$ cat src/bst_consts.svh
// bst_consts.svh: constants for the boundary-scan tap block
// assumes inclusion by bare name from the tap module and the bench, not from bst_pkg.sv
`ifndef BST_CONSTS_SVH
`define BST_CONSTS_SVH
`define BST_IR_WIDTH      4
`define BST_IR_BYPASS     4'hf
`define BST_IR_IDCODE     4'h1
`define BST_IR_EXTEST     4'h0
`define BST_IR_CAPTURE    4'h1
`define BST_RESET_ONES    5
`define BST_IDCODE_RESET  32'h00000001
`endif

$ cat src/bst_pkg.sv
// bst_pkg.sv: types for the boundary-scan tap block
// assumes bst_consts.svh is on the include path
package bst_pkg;
  typedef enum logic [3:0] {
    BST_TLR   = 4'h0,
    BST_RTI   = 4'h1,
    BST_SELDR = 4'h2,
    BST_CAPDR = 4'h3,
    BST_SHDR  = 4'h4,
    BST_EX1DR = 4'h5,
    BST_PADR  = 4'h6,
    BST_EX2DR = 4'h7,
    BST_UPDR  = 4'h8,
    BST_SELIR = 4'h9,
    BST_CAPIR = 4'ha,
    BST_SHIR  = 4'hb,
    BST_EX1IR = 4'hc,
    BST_PAIR  = 4'hd,
    BST_EX2IR = 4'he,
    BST_UPIR  = 4'hf
  } bst_state_t;
endpackage

$ cat src/bst_tap.sv
// bst_tap.sv: boundary-scan test access port, pins sampled on sys_clk_i
// assumes tck is far slower than sys_clk_i; trst_n_i is asynchronous
// Notes on behaviour
// - tms and tdi captured on tck rise
// - state follows tms every tck rise
// - tdo changes only on tck fall
// - tdo floats outside both shift states
// - tdi ignored outside both shift states
// - shift states move bits toward tdo
// - all-ones instruction selects bypass
// - stopped tck leaves shift, bypass and update registers unchanged
// - trst and power-up force test-logic-reset
// - five tms highs reach test-logic-reset
// - test logic disabled in test-logic-reset
// - reset state loads idcode instruction
`timescale 1ns/10ps
`default_nettype none
`include "bst_consts.svh"
module bst_tap
  import bst_pkg::*;
#(
  parameter int IR_W  = `BST_IR_WIDTH,
  parameter int BSR_W = 8
) (
  input  wire logic             sys_clk_i,
  input  wire logic             srst_i,
  input  wire logic             tck_i,
  input  wire logic             tms_i,
  input  wire logic             tdi_i,
  input  wire logic             trst_n_i,
  input  wire logic [BSR_W-1:0] bsr_capture_i,
  output logic                  tdo_o,
  output logic                  tdo_oe_o,
  output logic                  test_mode_o,
  output logic      [BSR_W-1:0] bsr_update_o,
  output logic      [IR_W-1:0]  ir_o
);
  localparam logic [IR_W-1:0] IR_BYP = `BST_IR_BYPASS;
  localparam logic [IR_W-1:0] IR_ID  = `BST_IR_IDCODE;
  localparam logic [IR_W-1:0] IR_EXT = `BST_IR_EXTEST;

  logic [2:0] pins_s;
  logic       tck_s;
  logic       tms_s;
  logic       tdi_s;
  logic       trst_n_s;

  bst_sync #(.WIDTH(3)) u_sync (
    .sys_clk_i (sys_clk_i),
    .srst_i    (srst_i),
    .pin_i     ({tck_i, tms_i, tdi_i}),
    .sync_o    (pins_s)
  );
  assign tck_s = pins_s[2];
  assign tms_s = pins_s[1];
  assign tdi_s = pins_s[0];

  // trst gets its own pair, reset to asserted so power-up sits in reset
  logic trst_meta_ff;
  logic trst_sync_ff;
  always_ff @(posedge sys_clk_i) begin
    if (srst_i) begin
      trst_meta_ff <= 1'b0;
      trst_sync_ff <= 1'b0;
    end else begin
      trst_meta_ff <= trst_n_i;
      trst_sync_ff <= trst_meta_ff;
    end
  end
  assign trst_n_s = trst_sync_ff;

  logic tck_d_ff;
  logic rise;
  logic fall;
  assign rise = tck_s & ~tck_d_ff;
  assign fall = ~tck_s & tck_d_ff;

  bst_state_t          state_ff, nxt_state;
  logic [IR_W-1:0]     ir_sh_ff, nxt_ir_sh;
  logic [IR_W-1:0]     ir_ff, nxt_ir;
  logic [31:0]         id_sh_ff, nxt_id_sh;
  logic                byp_ff, nxt_byp;
  logic [BSR_W-1:0]    bsr_sh_ff, nxt_bsr_sh;
  logic [BSR_W-1:0]    bsr_up_ff, nxt_bsr_up;
  logic                tdo_ff, nxt_tdo;
  logic                oe_ff, nxt_oe;
  logic                shifting;
  logic                dr_out;

  assign shifting = (state_ff == BST_SHIR) || (state_ff == BST_SHDR);

  always_comb begin
    case (ir_ff)
      IR_BYP:  dr_out = byp_ff;
      IR_ID:   dr_out = id_sh_ff[0];
      default: dr_out = bsr_sh_ff[0];
    endcase
  end

  always_comb begin
    nxt_state = state_ff;
    if (rise) begin
      case (state_ff)
        BST_TLR:   nxt_state = tms_s ? BST_TLR   : BST_RTI;
        BST_RTI:   nxt_state = tms_s ? BST_SELDR : BST_RTI;
        BST_SELDR: nxt_state = tms_s ? BST_SELIR : BST_CAPDR;
        BST_CAPDR: nxt_state = tms_s ? BST_EX1DR : BST_SHDR;
        BST_SHDR:  nxt_state = tms_s ? BST_EX1DR : BST_SHDR;
        BST_EX1DR: nxt_state = tms_s ? BST_UPDR  : BST_PADR;
        BST_PADR:  nxt_state = tms_s ? BST_EX2DR : BST_PADR;
        BST_EX2DR: nxt_state = tms_s ? BST_UPDR  : BST_SHDR;
        BST_UPDR:  nxt_state = tms_s ? BST_SELDR : BST_RTI;
        BST_SELIR: nxt_state = tms_s ? BST_TLR   : BST_CAPIR;
        BST_CAPIR: nxt_state = tms_s ? BST_EX1IR : BST_SHIR;
        BST_SHIR:  nxt_state = tms_s ? BST_EX1IR : BST_SHIR;
        BST_EX1IR: nxt_state = tms_s ? BST_UPIR  : BST_PAIR;
        BST_PAIR:  nxt_state = tms_s ? BST_EX2IR : BST_PAIR;
        BST_EX2IR: nxt_state = tms_s ? BST_UPIR  : BST_SHIR;
        BST_UPIR:  nxt_state = tms_s ? BST_SELDR : BST_RTI;
        default:   nxt_state = BST_TLR;
      endcase
    end
    if (!trst_n_s) begin
      nxt_state = BST_TLR;
    end
  end

  always_comb begin
    nxt_ir_sh  = ir_sh_ff;
    nxt_ir     = ir_ff;
    nxt_id_sh  = id_sh_ff;
    nxt_byp    = byp_ff;
    nxt_bsr_sh = bsr_sh_ff;
    nxt_bsr_up = bsr_up_ff;
    nxt_tdo    = tdo_ff;
    nxt_oe     = oe_ff;
    if (state_ff == BST_TLR) begin
      nxt_ir = IR_ID;
    end
    // shift, update and tdo registers move on a tck edge, except that trst and the reset state load ir_ff and trst clears oe_ff
    if (rise) begin
      case (state_ff)
        BST_CAPIR: nxt_ir_sh = IR_W'(`BST_IR_CAPTURE);
        BST_SHIR:  nxt_ir_sh = {tdi_s, ir_sh_ff[IR_W-1:1]};
        BST_UPIR:  nxt_ir = ir_sh_ff;
        BST_CAPDR: begin
          nxt_byp    = 1'b0;
          nxt_id_sh  = `BST_IDCODE_RESET;
          nxt_bsr_sh = bsr_capture_i;
        end
        BST_SHDR: begin
          case (ir_ff)
            IR_BYP:  nxt_byp = tdi_s;
            IR_ID:   nxt_id_sh = {tdi_s, id_sh_ff[31:1]};
            default: nxt_bsr_sh = {tdi_s, bsr_sh_ff[BSR_W-1:1]};
          endcase
        end
        BST_UPDR:  nxt_bsr_up = bsr_sh_ff;
        default:   nxt_ir_sh = ir_sh_ff;
      endcase
    end
    if (fall) begin
      nxt_oe  = shifting;
      nxt_tdo = (state_ff == BST_SHIR) ? ir_sh_ff[0] : dr_out;
    end
    if (!trst_n_s) begin
      nxt_ir = IR_ID;
      nxt_oe = 1'b0;
    end
  end

  always_ff @(posedge sys_clk_i) begin
    if (srst_i) begin
      tck_d_ff  <= 1'b0;
      state_ff  <= BST_TLR;
      ir_sh_ff  <= '0;
      ir_ff     <= IR_ID;
      id_sh_ff  <= '0;
      byp_ff    <= 1'b0;
      bsr_sh_ff <= '0;
      bsr_up_ff <= '0;
      tdo_ff    <= 1'b0;
      oe_ff     <= 1'b0;
    end else begin
      tck_d_ff  <= tck_s;
      state_ff  <= nxt_state;
      ir_sh_ff  <= nxt_ir_sh;
      ir_ff     <= nxt_ir;
      id_sh_ff  <= nxt_id_sh;
      byp_ff    <= nxt_byp;
      bsr_sh_ff <= nxt_bsr_sh;
      bsr_up_ff <= nxt_bsr_up;
      tdo_ff    <= nxt_tdo;
      oe_ff     <= nxt_oe;
    end
  end

  assign tdo_o        = tdo_ff;
  assign tdo_oe_o     = oe_ff;
  assign test_mode_o  = (state_ff != BST_TLR) && (ir_ff == IR_EXT);
  assign bsr_update_o = bsr_up_ff;
  assign ir_o         = ir_ff;

  // helper: tms-high run length counted on tck rises
  logic [2:0] ones_cnt_ff;
  always_ff @(posedge sys_clk_i) begin
    if (srst_i) begin
      ones_cnt_ff <= '0;
    end else if (rise) begin
      ones_cnt_ff <= tms_s ? ((ones_cnt_ff == 3'h7) ? ones_cnt_ff : ones_cnt_ff + 3'h1) : 3'h0;
    end
  end

  a_five_ones_tlr: assert property (
    @(posedge sys_clk_i) disable iff (srst_i)
    (ones_cnt_ff >= 3'(`BST_RESET_ONES)) |-> (state_ff == BST_TLR))
    else $error("five tms highs did not reach reset state");
  a_tdo_fall_only: assert property (
    @(posedge sys_clk_i) disable iff (srst_i)
    !$past(fall) |-> $stable(tdo_o))
    else $error("tdo changed away from a tck fall");
  a_oe_shift_only: assert property (
    @(posedge sys_clk_i) disable iff (srst_i)
    (fall && trst_n_s) |=> (tdo_oe_o == $past(shifting)))
    else $error("tdo driven outside shift states");
  a_state_no_rise: assert property (
    @(posedge sys_clk_i) disable iff (srst_i)
    (!$past(rise) && $past(trst_n_s)) |-> $stable(state_ff))
    else $error("state moved without a tck rise");
  a_storage_hold: assert property (
    @(posedge sys_clk_i) disable iff (srst_i)
    (!$past(rise) && !tck_s) |-> ($stable(ir_sh_ff) && $stable(bsr_sh_ff) && $stable(byp_ff)))
    else $error("storage changed while tck held low");
  a_trst_forces: assert property (
    @(posedge sys_clk_i) disable iff (srst_i)
    !trst_n_s |=> (state_ff == BST_TLR) && (ir_ff == IR_ID))
    else $error("trst did not force reset state");
  a_tlr_idcode: assert property (
    @(posedge sys_clk_i) disable iff (srst_i)
    (state_ff == BST_TLR) |=> (ir_ff == IR_ID))
    else $error("idcode not selected in reset state");
  a_ir_shift_in: assert property (
    @(posedge sys_clk_i) disable iff (srst_i)
    (rise && state_ff == BST_SHIR) |=> (ir_sh_ff[IR_W-1] == $past(tdi_s)))
    else $error("ir shift lost the tdi bit");
  a_tdi_ignored: assert property (
    @(posedge sys_clk_i) disable iff (srst_i)
    (rise && state_ff == BST_RTI) |=> $stable(ir_sh_ff) && $stable(byp_ff))
    else $error("tdi affected logic outside shift");
  a_test_off_tlr: assert property (
    @(posedge sys_clk_i) disable iff (srst_i)
    (state_ff == BST_TLR) |-> !test_mode_o)
    else $error("test logic active in reset state");
endmodule
`default_nettype wire

$ cat src/bst_sync.sv
// bst_sync.sv: two-flop synchroniser for the test pins, no edge detection
// assumes pins are asynchronous to sys_clk_i
`timescale 1ns/10ps
`default_nettype none
module bst_sync #(
  parameter int WIDTH = 3
) (
  input  wire logic             sys_clk_i,
  input  wire logic             srst_i,
  input  wire logic [WIDTH-1:0] pin_i,
  output logic      [WIDTH-1:0] sync_o
);
  logic [WIDTH-1:0] meta_ff;
  logic [WIDTH-1:0] sync_ff;
  logic [WIDTH-1:0] nxt_meta;
  logic [WIDTH-1:0] nxt_sync;

  always_comb begin
    nxt_meta = pin_i;
    nxt_sync = meta_ff;
  end

  always_ff @(posedge sys_clk_i) begin
    if (srst_i) begin
      meta_ff <= '0;
      sync_ff <= '0;
    end else begin
      meta_ff <= nxt_meta;
      sync_ff <= nxt_sync;
    end
  end

  assign sync_o = sync_ff;
endmodule
`default_nettype wire

$ cat config.mk
export PLATFORM = sky130hd
export DESIGN_NAME = bst_tap
export DESIGN_NICKNAME = d
export VERILOG_FILES = /design/src/bst_pkg.sv /design/src/bst_tap.sv /design/src/bst_sync.sv
export VERILOG_INCLUDE_DIRS = /design/src
export SDC_FILE = /design/constraint.sdc
export NUM_CORES = 1
export LEC_CHECK = 0
export BUFFER_PORTS_ARGS = -buffer_cell sky130_fd_sc_hd__buf_2
export CORE_UTILIZATION = 40
export DETAILED_ROUTE_END_ITERATION = 6
export PLACE_DENSITY = 0.63
export REMOVE_ABC_BUFFERS = 1
export SLEW_MARGIN = 20
export SYNTH_ARGS = -nofsm -noshare
export SYNTH_HDL_FRONTEND = slang
export SYNTH_SLANG_ARGS = --single-unit
$ cat constraint.sdc
create_clock -name sys_clk_i -period 2.2 [get_ports sys_clk_i]
set_clock_uncertainty 0.05 [all_clocks]
set_input_delay 0.33 -clock sys_clk_i [delete_from_list [all_inputs] [get_ports sys_clk_i]]
set_output_delay 0.33 -clock sys_clk_i [all_outputs]
set_load 0.05 [all_outputs]
[Word-level counts from Yosys, hierarchy flattened]
Index checks and enable logic that the tools add are counted.
Operators by class
  mux-type cells: 25
  reduce and logical (&&, ||, !) cells: 17
  eq/ne operators: 20
  bitwise operators: 5
Operators with widths (count)
  $pmux W32 S2: 1
  $pmux W4 S12: 1
  $eq A4 B4 Y1 const B: 9
  $mux W32: 1
  $mux W4: 7
  $eq A4 B3 Y1 const B: 4
  $pmux W8 S2: 1
  $reduce_and A3 Y1: 3
  $eq A4 B1 Y1 const B: 2
  $eq A4 B2 Y1 const B: 2
  $logic_not A4 Y1: 2
  $mux W8: 1
  $pmux W4 S2: 1
  $reduce_or A2 Y1: 4
  $mux W2: 3
  $mux W3: 2
  $mux W1: 5
  $ne A2 B1 Y1 const B: 2
  $pmux W1 S2: 2
  $reduce_and A2 Y1: 2
  $reduce_bool A2 Y1: 2
  $reduce_bool A4 Y1: 1
  $not A1 Y1: 3
  $reduce_or A3 Y1: 1
  other kinds (4): 5
Word-level totals
  input bits: 14
  register bits after elaboration: 72
  output and inout bits: 15
  logic and storage cells: 81

[Logic depth before layout (Yosys ltp)]
  depth in word-level cells: 4
  gate-level depth with buffers: 7
  gate-level depth less buffers: 4

[Hierarchy]
A second synthesis with hierarchy kept.
Unflattened totals
  cell total of the unflattened synthesis: 358
  area, all modules: 3144.3 um^2
By module, submodules not included
  bst_tap: times used 1, cells each 346, area each 2986.6 um^2, seq. area each 1321.3 um^2
  bst_sync: times used 1, cells each 12, area each 157.7 um^2, seq. area each 120.1 um^2

[Worst setup path after synthesis]
No wires, ideal clock.
  path kind: reg2out
  start point: register state_ff[3]
  end point: output test_mode_o
  slack: 89 ps
  buffers on the path: 1
  data arrival time: 1731 ps
  stages on the path, launching flop included: 5
  required time: 1820 ps
  cell sequence: dfxtp_1 clkbuf_1 nor4_1 or2_2 nor2_1
On the way
  word-level cells in the longest chain between the ends: 2
RTL lines
  start, declared: line bst_tap.sv:78  | bst_state_t state_ff, nxt_state;
  start signal, assigned: line bst_tap.sv:186  | state_ff <= nxt_state;
  $reduce_bool A4 Y1: line bst_tap.sv:200  | assign test_mode_o = (state_ff != BST_TLR) && (ir_ff == IR_EXT);
  $logic_and A1 B1 Y1: line bst_tap.sv:200
  end, declared: line bst_tap.sv:34  | output logic test_mode_o,
No other way between the ends.

[Worst setup path in the final report]
Ends and elaborated chain as after synthesis.

==> results.sh <==
export IMPL_initial_utilization_pct=42.3
export IMPL_cpPeakStageDelay_ns=0.47
export IMPL_post_drt_wl_per_cell_um=13.1
export IMPL_worstPathCellList="buf_4 > nor4_1 > or2_2 > nor2_1 > buf_2"
export IMPL_drt_pass1_iter_count=4
export IMPL_core_sq_um=7450
export IMPL_cts_root_buffer="clkbuf_8"
export IMPL_vias=2490
export IMPL_slew_viol_final=0
export IMPL_syn_area_sq_um=3150
export IMPL_rows=31
export IMPL_cts_buffer_depth=2
export IMPL_crit_arrival_ns=1.76
export IMPL_endpoint="test_mode_o"
export IMPL_required_ns=1.82
export IMPL_hold_buffers=0
export IMPL_syn_to_final_growth_pct=13.1
export IMPL_post_cts_resized=0
export IMPL_nFillCells=742
export IMPL_crit_type="register to output port"
export IMPL_grt_max_degree=35
export IMPL_cp_end_kind="output port"
export IMPL_grt_pass1_vias=2311
export IMPL_place_congestion=0.753
export IMPL_drtAntennaViolNets=0
export IMPL_synth_area_leaders="dfxtp_1 (46%), a21oi_1 (6.4%), mux2i_1 (6.4%)"
export IMPL_synth_top_cell_area_share_pct=45.8
export IMPL_place_area_sq_um=3380
export IMPL_postSynthCellCount=359
export IMPL_maxCapViolCount=0
export IMPL_hp_class="input port to register"
export IMPL_power_density_nw_per_um2=651
export IMPL_antenna_found_initial=0
export IMPL_ys_types=48
export IMPL_ios=29
export IMPL_mostFrequentLayoutCells="dfxtp_1 (72), a21oi_1 (40), nand2_1 (37)"
export IMPL_synth_seq_area_share_pct=45.8
export IMPL_via_per_inst=5.13
export IMPL_htreeDepth=3
export IMPL_n_antenna_cell=0
export IMPL_critPathMaxFanout=12
export IMPL_outcome="finished clean"
export IMPL_numPortBuffers=28
export IMPL_grt_overflow=0
export IMPL_placed_cells=470
export IMPL_dp_hpwl_mm=4.13
export IMPL_final_common_cell="dfxtp_1"
export IMPL_drc_errors=0
export IMPL_stdcell_count=485
export IMPL_nets=396
export IMPL_setup_violations=0
export IMPL_rsz0062_at_grt="false"
export IMPL_synth_top_cell_by_area="dfxtp_1"
export IMPL_grt_util_all_layers_pct=16.2
export IMPL_grt_first_pass_wirelength_mm=10.8
export IMPL_numCtsBuffers=9
export IMPL_fin_area_sq_um=3560
export IMPL_peakVddDrop_mv=0.480
export IMPL_wl_mm=6.35
export IMPL_clkLatencyLatePin_ns=0.34
export IMPL_timing_final_crit_period_ns=2.14
export IMPL_hold_viol_final=0
export IMPL_ys_warn_count=0
export IMPL_clock_fmax_ghz=0.468
export IMPL_cts_tree="built"
export IMPL_cp_slowest_cell="dfxtp_1"
export IMPL_fp_dieH_um=90.7
export IMPL_die_w_um=90.7
export IMPL_r2r_end="id_sh_ff[5]$_SDFFE_PP0P_"
export IMPL_post_cts_buffers=0
export IMPL_worstMarginPinSlew_ns=0.690
export IMPL_syn_area_per_cell_sq_um=8.77
export IMPL_p_total_w=0.00232
export IMPL_startpoint_type="register"
export IMPL_slew_headroom_pct=54.0
export IMPL_clk_pin_slew_ns=0.07
export IMPL_ys_ff_latch=72
export IMPL_timing_rr_start="ir_o[2]$_SDFF_PP0_"
export IMPL_rrSetupSlack_ns=0.30
export IMPL_clock_sinks=72
export IMPL_drive_above_1_share_pct=18.1
export IMPL_reg2reg_depth=4
export IMPL_startpoint="state_ff[3]$_SDFFE_PP0P_"
export IMPL_drtIter0Drc=114
export IMPL_fin_crit_sh_pct=97.1
export IMPL_final_util_pct=47.8
export IMPL_dieArea_sq_um=8230
export IMPL_p_leak_nw=1.38
==> where the power goes <==
part | switching, W | internal (W)
registers | 0.00000541 | 0.00131
clock network | 0.000477 | 0.000466
logic | 0.0000360 | 0.0000235
==> final cells by class <==
cell class	instances	area (sq um)	share of cell area (%)
Clock buffer	11	151	4.25
Sequential cell	72	1440	40.5
Timing Repair Buffer	43	265	7.45
Multi-Input combinational cell	252	1530	43.1
Inverter	4	15.0	0.422
Clock inverter	4	28.8	0.808
Tap cell	99	124	3.48
==> kinds of logic (layout without fill, tap and decap cells) <==
logic type	count (synthesis)	in the layout	synth area share, %
multiplexers	20	20	6.36
AND/OR/NAND/NOR	150	150	25.0
buffers and inverters	35	62	5.88
XOR/XNOR	1	1	0.278
AO/OA/AOI/OAI	81	81	16.7
flip-flops	72	72	45.8
==> worst max-delay path, delay by kind of cell, from the launching register on <==
family / cells / cell delay, ns
buffers and inverters: 2 / 0.49
DFF: 1 / 0.47
and+or+nand+nor: 3 / 0.46
==> how the worst min path moves through the flow <==
stage                                  from                            to  slack (ns)  cells after the start
4_1_cts                               tdi_i  u_sync.meta_ff[0]$_SDFF_PP0_        0.13                      2
3_5_place_dp   u_sync.meta_ff[0]$_SDFF_PP0_   u_sync.sync_o[0]$_SDFF_PP0_        0.38                      1
6_report                              tdi_i  u_sync.meta_ff[0]$_SDFF_PP0_        0.15                      2
2_1_floorplan                        srst_i           byp_ff$_SDFFE_PP0P_        0.35                      1
5_1_grt                            trst_n_i       trst_meta_ff$_SDFF_PP0_        0.15                      2
3_3_place_gp   u_sync.meta_ff[1]$_SDFF_PP0_   u_sync.sync_o[1]$_SDFF_PP0_        0.37                      1
==> flip-flops by register name (all words and copies together), names as in the netlist <==
register / count
bsr_sh_ff: 8
bsr_update_o: 8
byp_ff: 1
id_sh_ff: 32
ir_o: 4
ir_sh_ff: 4
state_ff: 4
tck_d_ff: 1
tdo_o: 1
tdo_oe_o: 1
trst_meta_ff: 1
trst_n_s: 1
u_sync.meta_ff: 3
u_sync.sync_o: 3
==> cells in the mapped netlist (all sizes together) <==
library cell / number
dfxtp: 72
a21oi: 40
nand2: 37
nand3: 35
nor2: 25
nor2b: 25
mux2i: 20
buf: 18
o21ai: 14
clkbuf: 13
o41ai: 9
inv: 4
nand2b: 4
nor3: 4
nor3b: 4
a211oi: 3
or3: 3
a2111oi: 2
a22oi: 2
a31o: 2
nor4b: 2
or2: 2
a221o: 1
a221oi: 1
a31oi: 1
a32oi: 1
and2: 1
and3b: 1
and4: 1
nand3b: 1
nand4: 1
nand4b: 1
nor4: 1
o211ai: 1
o21bai: 1
o221a: 1
o221ai: 1
o22ai: 1
or3b: 1
or4b: 1
xor2: 1
==> layer usage <==
layer / GRT usage, % / up-vias / routed length, um
met4: 8.74 / 0 / 159
li1: - / 1303 / -
met5: 0 / - / 0
met3: 3.20 / 10 / 168
met2: 24.4 / 28 / 2780
met1: 21.8 / 1149 / 3250
==> stage by stage <==
| stage | TNS [ns] | setup slack, ns | hold slack (ns) |
|---|---|---|---|
| CTS | 0 | 0.0694 | 0.129 |
| global placement | 0 | 0.318 | 0.371 |
| detailed placement | 0 | 0.260 | 0.375 |
| finish | 0 | 0.0641 | 0.150 |
| floorplan | -9.31 | -0.454 | 0.349 |
| global route | 0 | 0.00528 | 0.145 |
No activity file was read; power rests on OpenSTA's default activity.
